**src/include/lbm_map.svh**
```systemverilog
// Purpose: Constants for the long branch, move and OR-immediate execution block
// Assumes: One T-state per clk_i cycle
// Notes: Operation list below; opcodes not fixed by the long-jump formats are local choices
//
// Operation
// - Long call pushes context, loads target, four cycles
// - Conditional long jump tests selected register bit
// - Jump target is full sixteen bits
// - Long jump absolute or indexed, flags untouched
// - Index select 00 W, 01 X, 10 Y, 11 Z
// - Indexed jump word 11001101, zeros, select
// - Memory to register move, any index mode
// - Index plus unsigned accumulator address
// - Z pointer plus unsigned immediate address
// - Z plus immediate load uses registers 0-15
// - Register move to register or memory
// - Z plus immediate store uses registers 0-15
// - Move into transceiver register pushes transmitter FIFO
// - OR immediate, write back, only N and Z
// - OR immediate limited to registers 0-15
`ifndef LBM_MAP_SVH
`define LBM_MAP_SVH

// ==================================================
// Opcodes
`define LBM_OP_LONG_CALL 8'hce
`define LBM_OP_LONG_JUMP 8'hcf
`define LBM_OP_LONG_JUMP_IDX 8'hcd
`define LBM_OP_CJMP 7'h6a
`define LBM_OP_OR 4'h5
`define LBM_OP_MOVE_RR 6'h20
`define LBM_OP_MOVE_MI 6'h21
`define LBM_OP_MOVE_MA 6'h22
`define LBM_OP_MOVE_ZN 3'h7

// ==================================================
// Fields, addresses, reset values
`define LBM_IDX_W 2'h0
`define LBM_IDX_Z 2'h3
`define LBM_TX_DATA_ADDR 5'h1c
`define LBM_PC_RESET 16'h0000
`define LBM_PC_STEP 16'h0001
`define LBM_IDX_STEP 16'h0001

`endif

```
**src/include/lbm_pkg.sv**
```systemverilog
// Purpose: Types shared by the execution block files
// Assumes: Nothing beyond SystemVerilog-2012
// Notes: State codes are one-hot
package lbm_pkg;

   typedef enum logic [4:0] {
      LBM_IDLE = 5'h01,
      LBM_FETCH2 = 5'h02,
      LBM_PUSH = 5'h04,
      LBM_LOAD = 5'h08,
      LBM_MEM = 5'h10
   } lbm_state_e;

   typedef enum logic [1:0] {
      LBM_AM_PLAIN = 2'h0,
      LBM_AM_PREINC = 2'h1,
      LBM_AM_POSTDEC = 2'h2,
      LBM_AM_POSTINC = 2'h3
   } lbm_amode_e;

endpackage

```
**src/rtl/lbm_addr_gen.sv**
```systemverilog
// Purpose: Data memory address and index update for the index modes
// Assumes: Offset is zero for the pre-increment and post-modify modes
// Notes: Purely combinational
`timescale 1ns/1ps
`include "lbm_map.svh"
module lbm_addr_gen (
   // Index and offset
   input wire lbm_pkg::lbm_amode_e mode_i,
   input wire logic [15:0] idx_i,
   input wire logic [7:0] offset_i,
   // Results
   output logic [15:0] addr_o,
   output logic [15:0] next_idx_o,
   output logic idx_upd_o
);
   import lbm_pkg::*;

   always_comb begin
      addr_o = idx_i + {8'h00, offset_i};
      next_idx_o = idx_i;
      idx_upd_o = 1'b0;
      case (mode_i)
         LBM_AM_PREINC: begin
            addr_o = idx_i + `LBM_IDX_STEP;
            next_idx_o = idx_i + `LBM_IDX_STEP;
            idx_upd_o = 1'b1;
         end
         LBM_AM_POSTDEC: begin
            next_idx_o = idx_i - `LBM_IDX_STEP;
            idx_upd_o = 1'b1;
         end
         LBM_AM_POSTINC: begin
            next_idx_o = idx_i + `LBM_IDX_STEP;
            idx_upd_o = 1'b1;
         end
         default: begin
            idx_upd_o = 1'b0;
         end
      endcase
   end

endmodule

```
**src/rtl/lbm_exec.sv**
```systemverilog
// Purpose: Executes long call, long jumps, data moves and OR immediate
// Assumes: Register file, index pointers and program memory answer combinationally on clk_i
// Notes: The block owns the program counter; one instruction word is taken per cycle in idle
`timescale 1ns/1ps
`include "lbm_map.svh"
module lbm_exec #(
   parameter int REG_AW = 5
) (
   // Clock and reset
   input wire logic clk_i,
   input wire logic reset_i,
   // Instruction fetch
   input wire logic [15:0] instr_i,
   input wire logic instr_valid_i,
   output logic instr_ready_o,
   output logic [15:0] pc_o,
   // Register file
   output logic [REG_AW-1:0] reg_raddr_o,
   input wire logic [7:0] reg_rdata_i,
   input wire logic [7:0] acc_i,
   output logic reg_we_o,
   output logic [REG_AW-1:0] reg_waddr_o,
   output logic [7:0] reg_wdata_o,
   // Index pointers
   output logic [1:0] idx_sel_o,
   input wire logic [15:0] idx_i,
   output logic idx_we_o,
   output logic [1:0] idx_wsel_o,
   output logic [15:0] idx_wdata_o,
   // Data memory
   output logic [15:0] dm_addr_o,
   output logic dm_rd_o,
   output logic dm_wr_o,
   output logic [7:0] dm_wdata_o,
   input wire logic [7:0] dm_rdata_i,
   input wire logic dm_ack_i,
   // Context and address stack
   input wire logic [3:0] flags_i,
   input wire logic global_irq_enable_i,
   input wire logic [3:0] bank_i,
   output logic stk_push_o,
   output logic [24:0] stk_data_o,
   // Flag update, bit order N Z
   output logic flags_we_o,
   output logic flags_n_o,
   output logic flags_z_o,
   // Transmitter FIFO
   output logic tx_push_o,
   output logic [7:0] tx_data_o
);
   import lbm_pkg::*;

   // ==================================================
   // Elaboration check
   if (REG_AW != 5) begin : g_bad_aw
      $error("lbm_exec: REG_AW must be 5");
   end

   // ==================================================
   // State
   lbm_state_e state, next_state;
   logic [15:0] pc, next_pc;
   logic [15:0] target, next_target;
   logic is_call, next_is_call;
   logic take, next_take;
   logic [4:0] dst, next_dst;
   logic reg_we, next_reg_we;
   logic [4:0] reg_waddr, next_reg_waddr;
   logic [7:0] reg_wdata, next_reg_wdata;
   logic idx_we, next_idx_we;
   logic [1:0] idx_wsel, next_idx_wsel;
   logic [15:0] idx_wdata, next_idx_wdata;
   logic [15:0] dm_addr, next_dm_addr;
   logic dm_rd, next_dm_rd;
   logic dm_wr, next_dm_wr;
   logic [7:0] dm_wdata, next_dm_wdata;
   logic stk_push, next_stk_push;
   logic [24:0] stk_data, next_stk_data;
   logic flags_we, next_flags_we;
   logic flags_n, next_flags_n;
   logic flags_z, next_flags_z;
   logic tx_push, next_tx_push;
   logic [7:0] tx_data, next_tx_data;

   // ==================================================
   // Decode
   logic op_long_call_op, op_long_jump_op, op_long_jump_op_idx, op_cjmp, op_or, op_rr, op_mi, op_ma, op_zn;
   lbm_amode_e amode;
   logic [7:0] offset;
   logic [15:0] ag_addr, ag_next_idx;
   logic ag_upd;
   logic [7:0] or_res;

   assign op_long_call_op = (instr_i[15:8] == `LBM_OP_LONG_CALL);
   assign op_long_jump_op = (instr_i[15:8] == `LBM_OP_LONG_JUMP);
   assign op_long_jump_op_idx = (instr_i[15:8] == `LBM_OP_LONG_JUMP_IDX) && (instr_i[7:2] == 6'h00);
   assign op_cjmp = (instr_i[15:9] == `LBM_OP_CJMP);
   assign op_or = (instr_i[15:12] == `LBM_OP_OR);
   assign op_rr = (instr_i[15:10] == `LBM_OP_MOVE_RR);
   assign op_mi = (instr_i[15:10] == `LBM_OP_MOVE_MI);
   assign op_ma = (instr_i[15:10] == `LBM_OP_MOVE_MA);
   assign op_zn = (instr_i[15:13] == `LBM_OP_MOVE_ZN);
   assign or_res = reg_rdata_i | instr_i[11:4];

   always_comb begin
      reg_raddr_o = instr_i[4:0];
      if (op_rr) begin
         reg_raddr_o = instr_i[9:5];
      end else if (op_or || op_zn) begin
         reg_raddr_o = {1'b0, instr_i[3:0]};
      end
   end

   always_comb begin
      idx_sel_o = instr_i[6:5];
      amode = LBM_AM_PLAIN;
      offset = 8'h00;
      if (op_long_jump_op_idx) begin
         idx_sel_o = instr_i[1:0];
      end else if (op_zn) begin
         idx_sel_o = `LBM_IDX_Z;
         offset = instr_i[11:4];
      end else if (op_ma) begin
         offset = acc_i;
      end else if (op_mi) begin
         amode = lbm_amode_e'(instr_i[8:7]);
      end
   end

   lbm_addr_gen u_addr_gen (
      .mode_i(amode),
      .idx_i(idx_i),
      .offset_i(offset),
      .addr_o(ag_addr),
      .next_idx_o(ag_next_idx),
      .idx_upd_o(ag_upd)
   );

   // ==================================================
   // Next state
   always_comb begin
      next_state = state;
      next_pc = pc;
      next_target = target;
      next_is_call = is_call;
      next_take = take;
      next_dst = dst;
      next_reg_we = 1'b0;
      next_reg_waddr = reg_waddr;
      next_reg_wdata = reg_wdata;
      next_idx_we = 1'b0;
      next_idx_wsel = idx_wsel;
      next_idx_wdata = idx_wdata;
      next_dm_addr = dm_addr;
      next_dm_rd = dm_rd;
      next_dm_wr = dm_wr;
      next_dm_wdata = dm_wdata;
      next_stk_push = 1'b0;
      next_stk_data = stk_data;
      next_flags_we = 1'b0;
      next_flags_n = flags_n;
      next_flags_z = flags_z;
      case (state)
         LBM_IDLE: begin
            if (instr_valid_i) begin
               next_pc = pc + `LBM_PC_STEP;
               if (op_long_call_op || op_long_jump_op) begin
                  next_is_call = op_long_call_op;
                  next_take = 1'b1;
                  next_state = LBM_FETCH2;
               end else if (op_cjmp) begin
                  next_is_call = 1'b0;
                  next_take = (reg_rdata_i[instr_i[7:5]] == instr_i[8]);
                  next_state = LBM_FETCH2;
               end else if (op_long_jump_op_idx) begin
                  next_pc = idx_i;
               end else if (op_or) begin
                  next_reg_we = 1'b1;
                  next_reg_waddr = {1'b0, instr_i[3:0]};
                  next_reg_wdata = or_res;
                  next_flags_we = 1'b1;
                  next_flags_n = or_res[7];
                  next_flags_z = (or_res == 8'h00);
               end else if (op_rr) begin
                  next_reg_we = 1'b1;
                  next_reg_waddr = instr_i[4:0];
                  next_reg_wdata = reg_rdata_i;
               end else if (op_mi || op_ma || op_zn) begin
                  // Stores capture the source byte now, loads remember the destination
                  next_dm_addr = ag_addr;
                  next_dm_wdata = reg_rdata_i;
                  next_dst = reg_raddr_o;
                  next_dm_wr = op_zn ? instr_i[12] : instr_i[9];
                  next_dm_rd = !next_dm_wr;
                  next_idx_we = ag_upd;
                  next_idx_wsel = idx_sel_o;
                  next_idx_wdata = ag_next_idx;
                  next_state = LBM_MEM;
               end
            end
         end
         LBM_FETCH2: begin
            if (instr_valid_i) begin
               next_pc = pc + `LBM_PC_STEP;
               next_target = instr_i;
               if (is_call) begin
                  next_state = LBM_PUSH;
               end else begin
                  if (take) begin
                     next_pc = instr_i;
                  end
                  next_state = LBM_IDLE;
               end
            end
         end
         LBM_PUSH: begin
            next_stk_push = 1'b1;
            next_stk_data = {pc, global_irq_enable_i, flags_i, bank_i};
            next_state = LBM_LOAD;
         end
         LBM_LOAD: begin
            next_pc = target;
            next_state = LBM_IDLE;
         end
         LBM_MEM: begin
            if (dm_ack_i) begin
               next_dm_rd = 1'b0;
               next_dm_wr = 1'b0;
               if (dm_rd) begin
                  next_reg_we = 1'b1;
                  next_reg_waddr = dst;
                  next_reg_wdata = dm_rdata_i;
               end
               next_state = LBM_IDLE;
            end
         end
         default: begin
            next_state = LBM_IDLE;
         end
      endcase
      next_tx_push = next_reg_we && (next_reg_waddr == `LBM_TX_DATA_ADDR);
      next_tx_data = next_tx_push ? next_reg_wdata : tx_data;
   end

   // ==================================================
   // Registers
   always_ff @(posedge clk_i) begin
      if (reset_i) begin
         state <= LBM_IDLE;
         pc <= `LBM_PC_RESET;
         target <= `LBM_PC_RESET;
         is_call <= 1'b0;
         take <= 1'b0;
         dst <= 5'h00;
         reg_we <= 1'b0;
         reg_waddr <= 5'h00;
         reg_wdata <= 8'h00;
         idx_we <= 1'b0;
         idx_wsel <= `LBM_IDX_W;
         idx_wdata <= 16'h0000;
         dm_addr <= 16'h0000;
         dm_rd <= 1'b0;
         dm_wr <= 1'b0;
         dm_wdata <= 8'h00;
         stk_push <= 1'b0;
         stk_data <= 25'h0000000;
         flags_we <= 1'b0;
         flags_n <= 1'b0;
         flags_z <= 1'b0;
         tx_push <= 1'b0;
         tx_data <= 8'h00;
      end else begin
         state <= next_state;
         pc <= next_pc;
         target <= next_target;
         is_call <= next_is_call;
         take <= next_take;
         dst <= next_dst;
         reg_we <= next_reg_we;
         reg_waddr <= next_reg_waddr;
         reg_wdata <= next_reg_wdata;
         idx_we <= next_idx_we;
         idx_wsel <= next_idx_wsel;
         idx_wdata <= next_idx_wdata;
         dm_addr <= next_dm_addr;
         dm_rd <= next_dm_rd;
         dm_wr <= next_dm_wr;
         dm_wdata <= next_dm_wdata;
         stk_push <= next_stk_push;
         stk_data <= next_stk_data;
         flags_we <= next_flags_we;
         flags_n <= next_flags_n;
         flags_z <= next_flags_z;
         tx_push <= next_tx_push;
         tx_data <= next_tx_data;
      end
   end

   // ==================================================
   // Outputs
   assign instr_ready_o = (state == LBM_IDLE) || (state == LBM_FETCH2);
   assign pc_o = pc;
   assign reg_we_o = reg_we;
   assign reg_waddr_o = reg_waddr;
   assign reg_wdata_o = reg_wdata;
   assign idx_we_o = idx_we;
   assign idx_wsel_o = idx_wsel;
   assign idx_wdata_o = idx_wdata;
   assign dm_addr_o = dm_addr;
   assign dm_rd_o = dm_rd;
   assign dm_wr_o = dm_wr;
   assign dm_wdata_o = dm_wdata;
   assign stk_push_o = stk_push;
   assign stk_data_o = stk_data;
   assign flags_we_o = flags_we;
   assign flags_n_o = flags_n;
   assign flags_z_o = flags_z;
   assign tx_push_o = tx_push;
   assign tx_data_o = tx_data;

endmodule

```
**config.mk**
```make
export PLATFORM = sky130hd
export DESIGN_NAME = lbm_exec
export DESIGN_NICKNAME = d
export VERILOG_FILES = /design/src/include/lbm_pkg.sv /design/src/rtl/lbm_addr_gen.sv /design/src/rtl/lbm_exec.sv
export VERILOG_INCLUDE_DIRS = /design/src /design/src/include
export SDC_FILE = /design/constraint.sdc
export NUM_CORES = 1
export LEC_CHECK = 0
export CAP_MARGIN = 25
export CORE_MARGIN = 2
export CORE_UTILIZATION = 57
export CTS_CLUSTER_DIAMETER = 60
export DETAILED_ROUTE_END_ITERATION = 8
export DONT_BUFFER_PORTS = 1
export GPL_TIMING_DRIVEN = 1
export PLACE_DENSITY_LB_ADDON = 0.3
export SETUP_SLACK_MARGIN = 0.3
export SYNTH_ARGS = -nofsm -noshare
export SYNTH_HDL_FRONTEND = slang
export SYNTH_HIERARCHICAL = 1
export SYNTH_SLANG_ARGS = --single-unit
```
**constraint.sdc**
```tcl
create_clock -name clk_i -period 5.3 [get_ports clk_i]
set_clock_uncertainty 0.2 [all_clocks]
set_input_delay 0.53 -clock clk_i [delete_from_list [all_inputs] [get_ports clk_i]]
set_output_delay 0.53 -clock clk_i [all_outputs]
set_load 0.02 [all_outputs]
```
---- Yosys cells after proc, flatten, opt, wreduce, memory -nomap -nowiden ----
Cells that the tools add are included.
storage, ports and cells
  register bits after elaboration ......... 141
  input port bits ......................... 69
  word-level logic and storage cells ...... 179
operators by class
  add/sub/neg operators ................... 4
  $lt $le $gt $ge ......................... 1
  equality and inequality tests ........... 32
  muxes and demuxes ....................... 86
  bitwise gates (word level) .............. 9
  reductions and logical operators ........ 24
operators with widths
  cell                   count
  $mux 16                8
  $mux 5                 19
  $mux 8                 11
  $pmux 16 s3            1
  $add 16x1->16 const B  2
  $mux 1                 32
  $pmux 16 s2            1
  $eq 8x8->1 const B     3
  $pmux 5 s4             1
  $eq 6x6->1 const B     3
  $ne 2x2->1 const B     9
  $add 16x8->16          1
  $ne 4x4->1 const B     4
  $pmux 8 s2             1
  $sub 16x1->16 const B  1
  $mux 2                 6
  $eq 5x5->1 const B     2
  $pmux 5 s2             1
  $reduce_and 9->1       1
  $reduce_or 9->1        1
  $logic_not 8->1        1
  $not 1->1              8
  $or 8x8->8             1
  $reduce_and 8->1       1
  27 further kinds       37

---- Longest topological paths before layout ----
  depth after elaboration ................. 11
  depth in mapped cells ................... 13
  mapped depth without buffers ............ 12

---- By module ----
Netlist, hierarchy kept.
by module, submodules not included
  module        times used  cells an instance  area each (um^2)
  lbm_exec      1           781                6786.5
  lbm_addr_gen  1           184                1246.2

---- Worst setup path before layout ----
Ideal clock, no wire load.
  path kind ............................... input port to flip-flop
  from .................................... input port instr_i[13]
  to ...................................... register dm_addr[12] (netlist: dm_addr_o[12])
  library setup time ...................... 0.128 ns
  data arrival time ....................... 3.491 ns
  data required time ...................... 4.972 ns
  setup slack ............................. 1.481 ns
  stages on the path ...................... 12
  buffers on the path ..................... 1
  path through ............................ buf_2 -> or4b_4 -> nor3b_1 -> a22o_1 -> ha_1 -> a21o_1 -> a221o_1 -> a31oi_1 -> a211oi_1 -> xor2_1 -> mux2i_1 -> nor2_1
between the ends
  elaborated cells between the ends (all ways) .. 29
  classes of those cells .................. add/sub (1); eq/ne (10); mux (8); bitwise (5); reduce/logical (5)
RTL lines
  element                 RTL line            text
  start: declaration      lbm_exec.sv:13      input wire logic [15:0] instr_i,
  $eq 6x6->1 (no line)    n/a
  $mux 8                  lbm_exec.sv:123     end else if (op_ma) begin
  $mux 8                  lbm_exec.sv:120     end else if (op_zn) begin
  $mux 8 (*)              lbm_exec.sv:118     if (op_long_jump_op_idx) begin
  via offset[4]           lbm_exec.sv:89      logic [7:0] offset;
  $add 16x8->16 (*)       lbm_addr_gen.sv:19  addr_o = idx_i + {8'h00, offset_i};
  $mux 16 (*)             lbm_addr_gen.sv:22  case (mode_i)
  via ag_addr[12]         lbm_exec.sv:90      logic [15:0] ag_addr, ag_next_idx;
  end signal: assignment  lbm_exec.sv:285     dm_addr <= next_dm_addr;
  end: declaration        lbm_exec.sv:73      logic [15:0] dm_addr, next_dm_addr;
Mark *: on every way through the listed nets, which the timed path passes. The rest lies on a longest branch.
A chain may end at the register's enable or synchronous reset.

---- Final worst setup path ----
  from .................................... input port instr_i[12]
  to ...................................... register dm_addr[12] (netlist: dm_addr_o[12])
The elaborated chain is that of the path after synthesis.

==> flow_summary.ini <==
[timing]
worstMarginPinSlew_ns = 0.9680
final_max_slew_viol_count = 0
finalCritPeriodShare = 0.6878
setup_violations = 0
rsz0062_at_grt = no
fin_ws_ns = 1.654
relSlewSlack = 0.3523
fmax_ghz = 0.2743
min_period_ns = 3.646
hold_violations = 0
setup_tns_ns = 0

[floorplan]
die_y_um = 122.7
coreArea_mm2 = 0.01383
fp-row-count = 43
ios = 190
fp.dieArea_mm2 = 0.01506
die-width_um = 122.7
initial_core_util = 0.5809

[setup_path]
critPathMaxStageDelay_ns = 0.72
critPathRequiredTime_ns = 5.40
critPathKind = input pin to flip-flop
crit_slowest_cell = nor3b_1
cp_max_fo = 10
crit_chain = or4b_4, nor3b_1, a22o_1, ha_1, a21o_1, a221o_1, a31oi_1, a211oi_1, xor2_1, mux2i_1, nor2_1
endpoint_kind = flip-flop
worstSetupStartpointType = input pin
arrival_ns = 3.75

[pwr]
peakVddDrop_v = 0.0002048
leakagePower_nw = 3.180
powerDensity_mw_per_mm2 = 326.9
finalPower_mw = 2.802

[logic_synthesis]
syn_nets = 1046
async_flop_share = 0
synth_edf_count = 0
syn_avg_cell_area_um2 = 8.324
synth_area_mm2 = 0.008033
ys_types = 76
synth_flop_cell = dfxtp_1
syn_inst = 965
ys_top_cells_by_area = dfxtp_1 (35%), mux2i_1 (8.6%), nand2_1 (5.7%)
yosysWarnings = 6
synth-seq-cells = 141
seq_area_frac_synth = 0.3514
yosysTopAreaCell = dfxtp_1
synth_top_area_frac = 0.3514

[detailed_routing]
drc = 0
num_vias = 7049
first_pass_iters = 9
drt_iter0_drc = 660
wire_per_inst_um = 20.79
antenna_left = 0
totalWireLength_um = 23030
vias_per_cell = 6.362

[grt]
grt_pass1_vias = 6555
antenna_found_initial = 0
grt_overflow = 0
grt_pass1_wl_um = 35560
grt_max_degree = 126
grtUsageTotal = 0.3043

[placed_design]
portBuffers = 0
hpwl_um = 15540
dp_slack_ns = 1.283
gp_congestion = 0.8826

[layout]
drive_gt1_frac = 0.07651
fillers = 1195
final_common_cell = dfxtp_1
regArea_mm2 = 0.002823
syn2layout_area_growth_pct = 6.713
n_antenna_cell = 0
layout.nets = 996
layout_common_cells = dfxtp_1 (141), nand2_1 (122), nor2_1 (121)
multi_input_area_mm2 = 0.004812

[clock_network]
cts.reportedPaths.clkPinSlew_ns = 0.06
numCtsBuffers = 17
tritoncts = done
root_buffer = clkbuf_16
cts_max_path_buffers = 2
htree_levels = 4
clock-sinks = 141
clock_latency_ns = 0.43

[run]
maxCapViolations = 0

[run_status]
status = finished clean

[worst_hold_path]
hold_path_class = input pin to flip-flop
## layout make-up
cell class                 count  area share
inverter                       9    0.003941
clock inverter                15     0.01898
tap                          180     0.02627
timing repair buffer           8     0.01051
multi-input combinational    738      0.5614
clock buffer                  17     0.04963
sequential                   141      0.3293
## logic make-up (layout without fill, tap and decap cells)
family          after synthesis  in the layout  share of synthesized area
compound gates              196            196                     0.1690
xor+xnor                     50             50                    0.05452
fa+ha+maj                    12             12                    0.01963
buf+inv                      86             49                    0.05140
flops                       141            141                     0.3514
mux                          86             86                     0.1126
simple gates                394            394                     0.2414
## per-stage QoR
stage               hold slack (ns)    util  cells  area, um^2
global route                0.02749  0.6199   1108        8572
finish                      0.02588  0.6199   1108        8572
global placement             0.2414  0.5736   1073        7931
detailed placement           0.2570  0.5747   1074        7946
floorplan                    0.2364       -    965        8033
CTS                         0.01987  0.6199   1108        8572
## final timing paths
| check | from | to | slack, ns | cells after the start |
|---|---|---|---|---|
| setup / recovery | instr_i[12] | dm_addr_o[12]$_SDFFE_PP0P_ | 1.65 | 11 |
| setup reg to reg | state[1]$_SDFFE_PP0P_ | pc_o[7]$_SDFFE_PP0P_ | 2.49 | 6 |
| hold reg to reg | target[0]$_SDFFE_PP0P_ | target[0]$_SDFFE_PP0P_ | 0.27 | 2 |
| hold / removal | global_irq_enable_i | stk_data_o[8]$_SDFFE_PP0P_ | 0.03 | 2 |
## critical path: cells and delay by family
kind | cells | cell delay, ns
AND/OR/NAND/NOR | 3 | 1.32
adder cells (fa/ha/maj) | 1 | 0.28
multiplexers | 1 | 0.14
XOR/XNOR | 1 | 0.17
AO/OA/AOI/OAI | 5 | 1.29
## sequential cells by signal, indices dropped and copies added, names as in the netlist, 8 cells and up
| name | cells |
|---|---|
| stk_data_o | 25 |
| pc_o | 16 |
| dm_wdata_o | 8 |
| tx_data_o | 8 |
| target | 16 |
| dm_addr_o | 16 |
| idx_wdata_o | 16 |
| reg_wdata_o | 8 |
## report_power, final
group	total, mW	internal [mW]	switching (mW)
Sequential	1.24	1.11	0.130
Combinational	0.367	0.154	0.212
Clock	1.20	0.670	0.529
Total	2.80	1.93	0.871
## Yosys cell counts (12+ instances only)
cell type    n
xor2_1      29
buf_2       12
nor2b_1     14
mux2i_1     69
nand2_1    122
xnor2_1     21
clkbuf_1    49
o21ai_0     18
and3_1      12
nor3_1      18
a211oi_1    14
a21oi_1     66
dfxtp_1    141
nor2_1     121
nand3_1     18
## per-layer routing
metal	routed length (um)	vias to the layer above	global-route usage
met2	10280	393	0.4582
met4	698	0	0.1401
met1	9314	3278	0.3964
met5	0	-	0
met3	2739	46	0.09572
li1	-	3332	-
## timing repair
action,CTS,global route
endpoints found under the hold margin,125,0
gates resized for setup,0,0
setup buffers,0,0
hold buffers,2,0
Power figures use the tool's default switching activity.
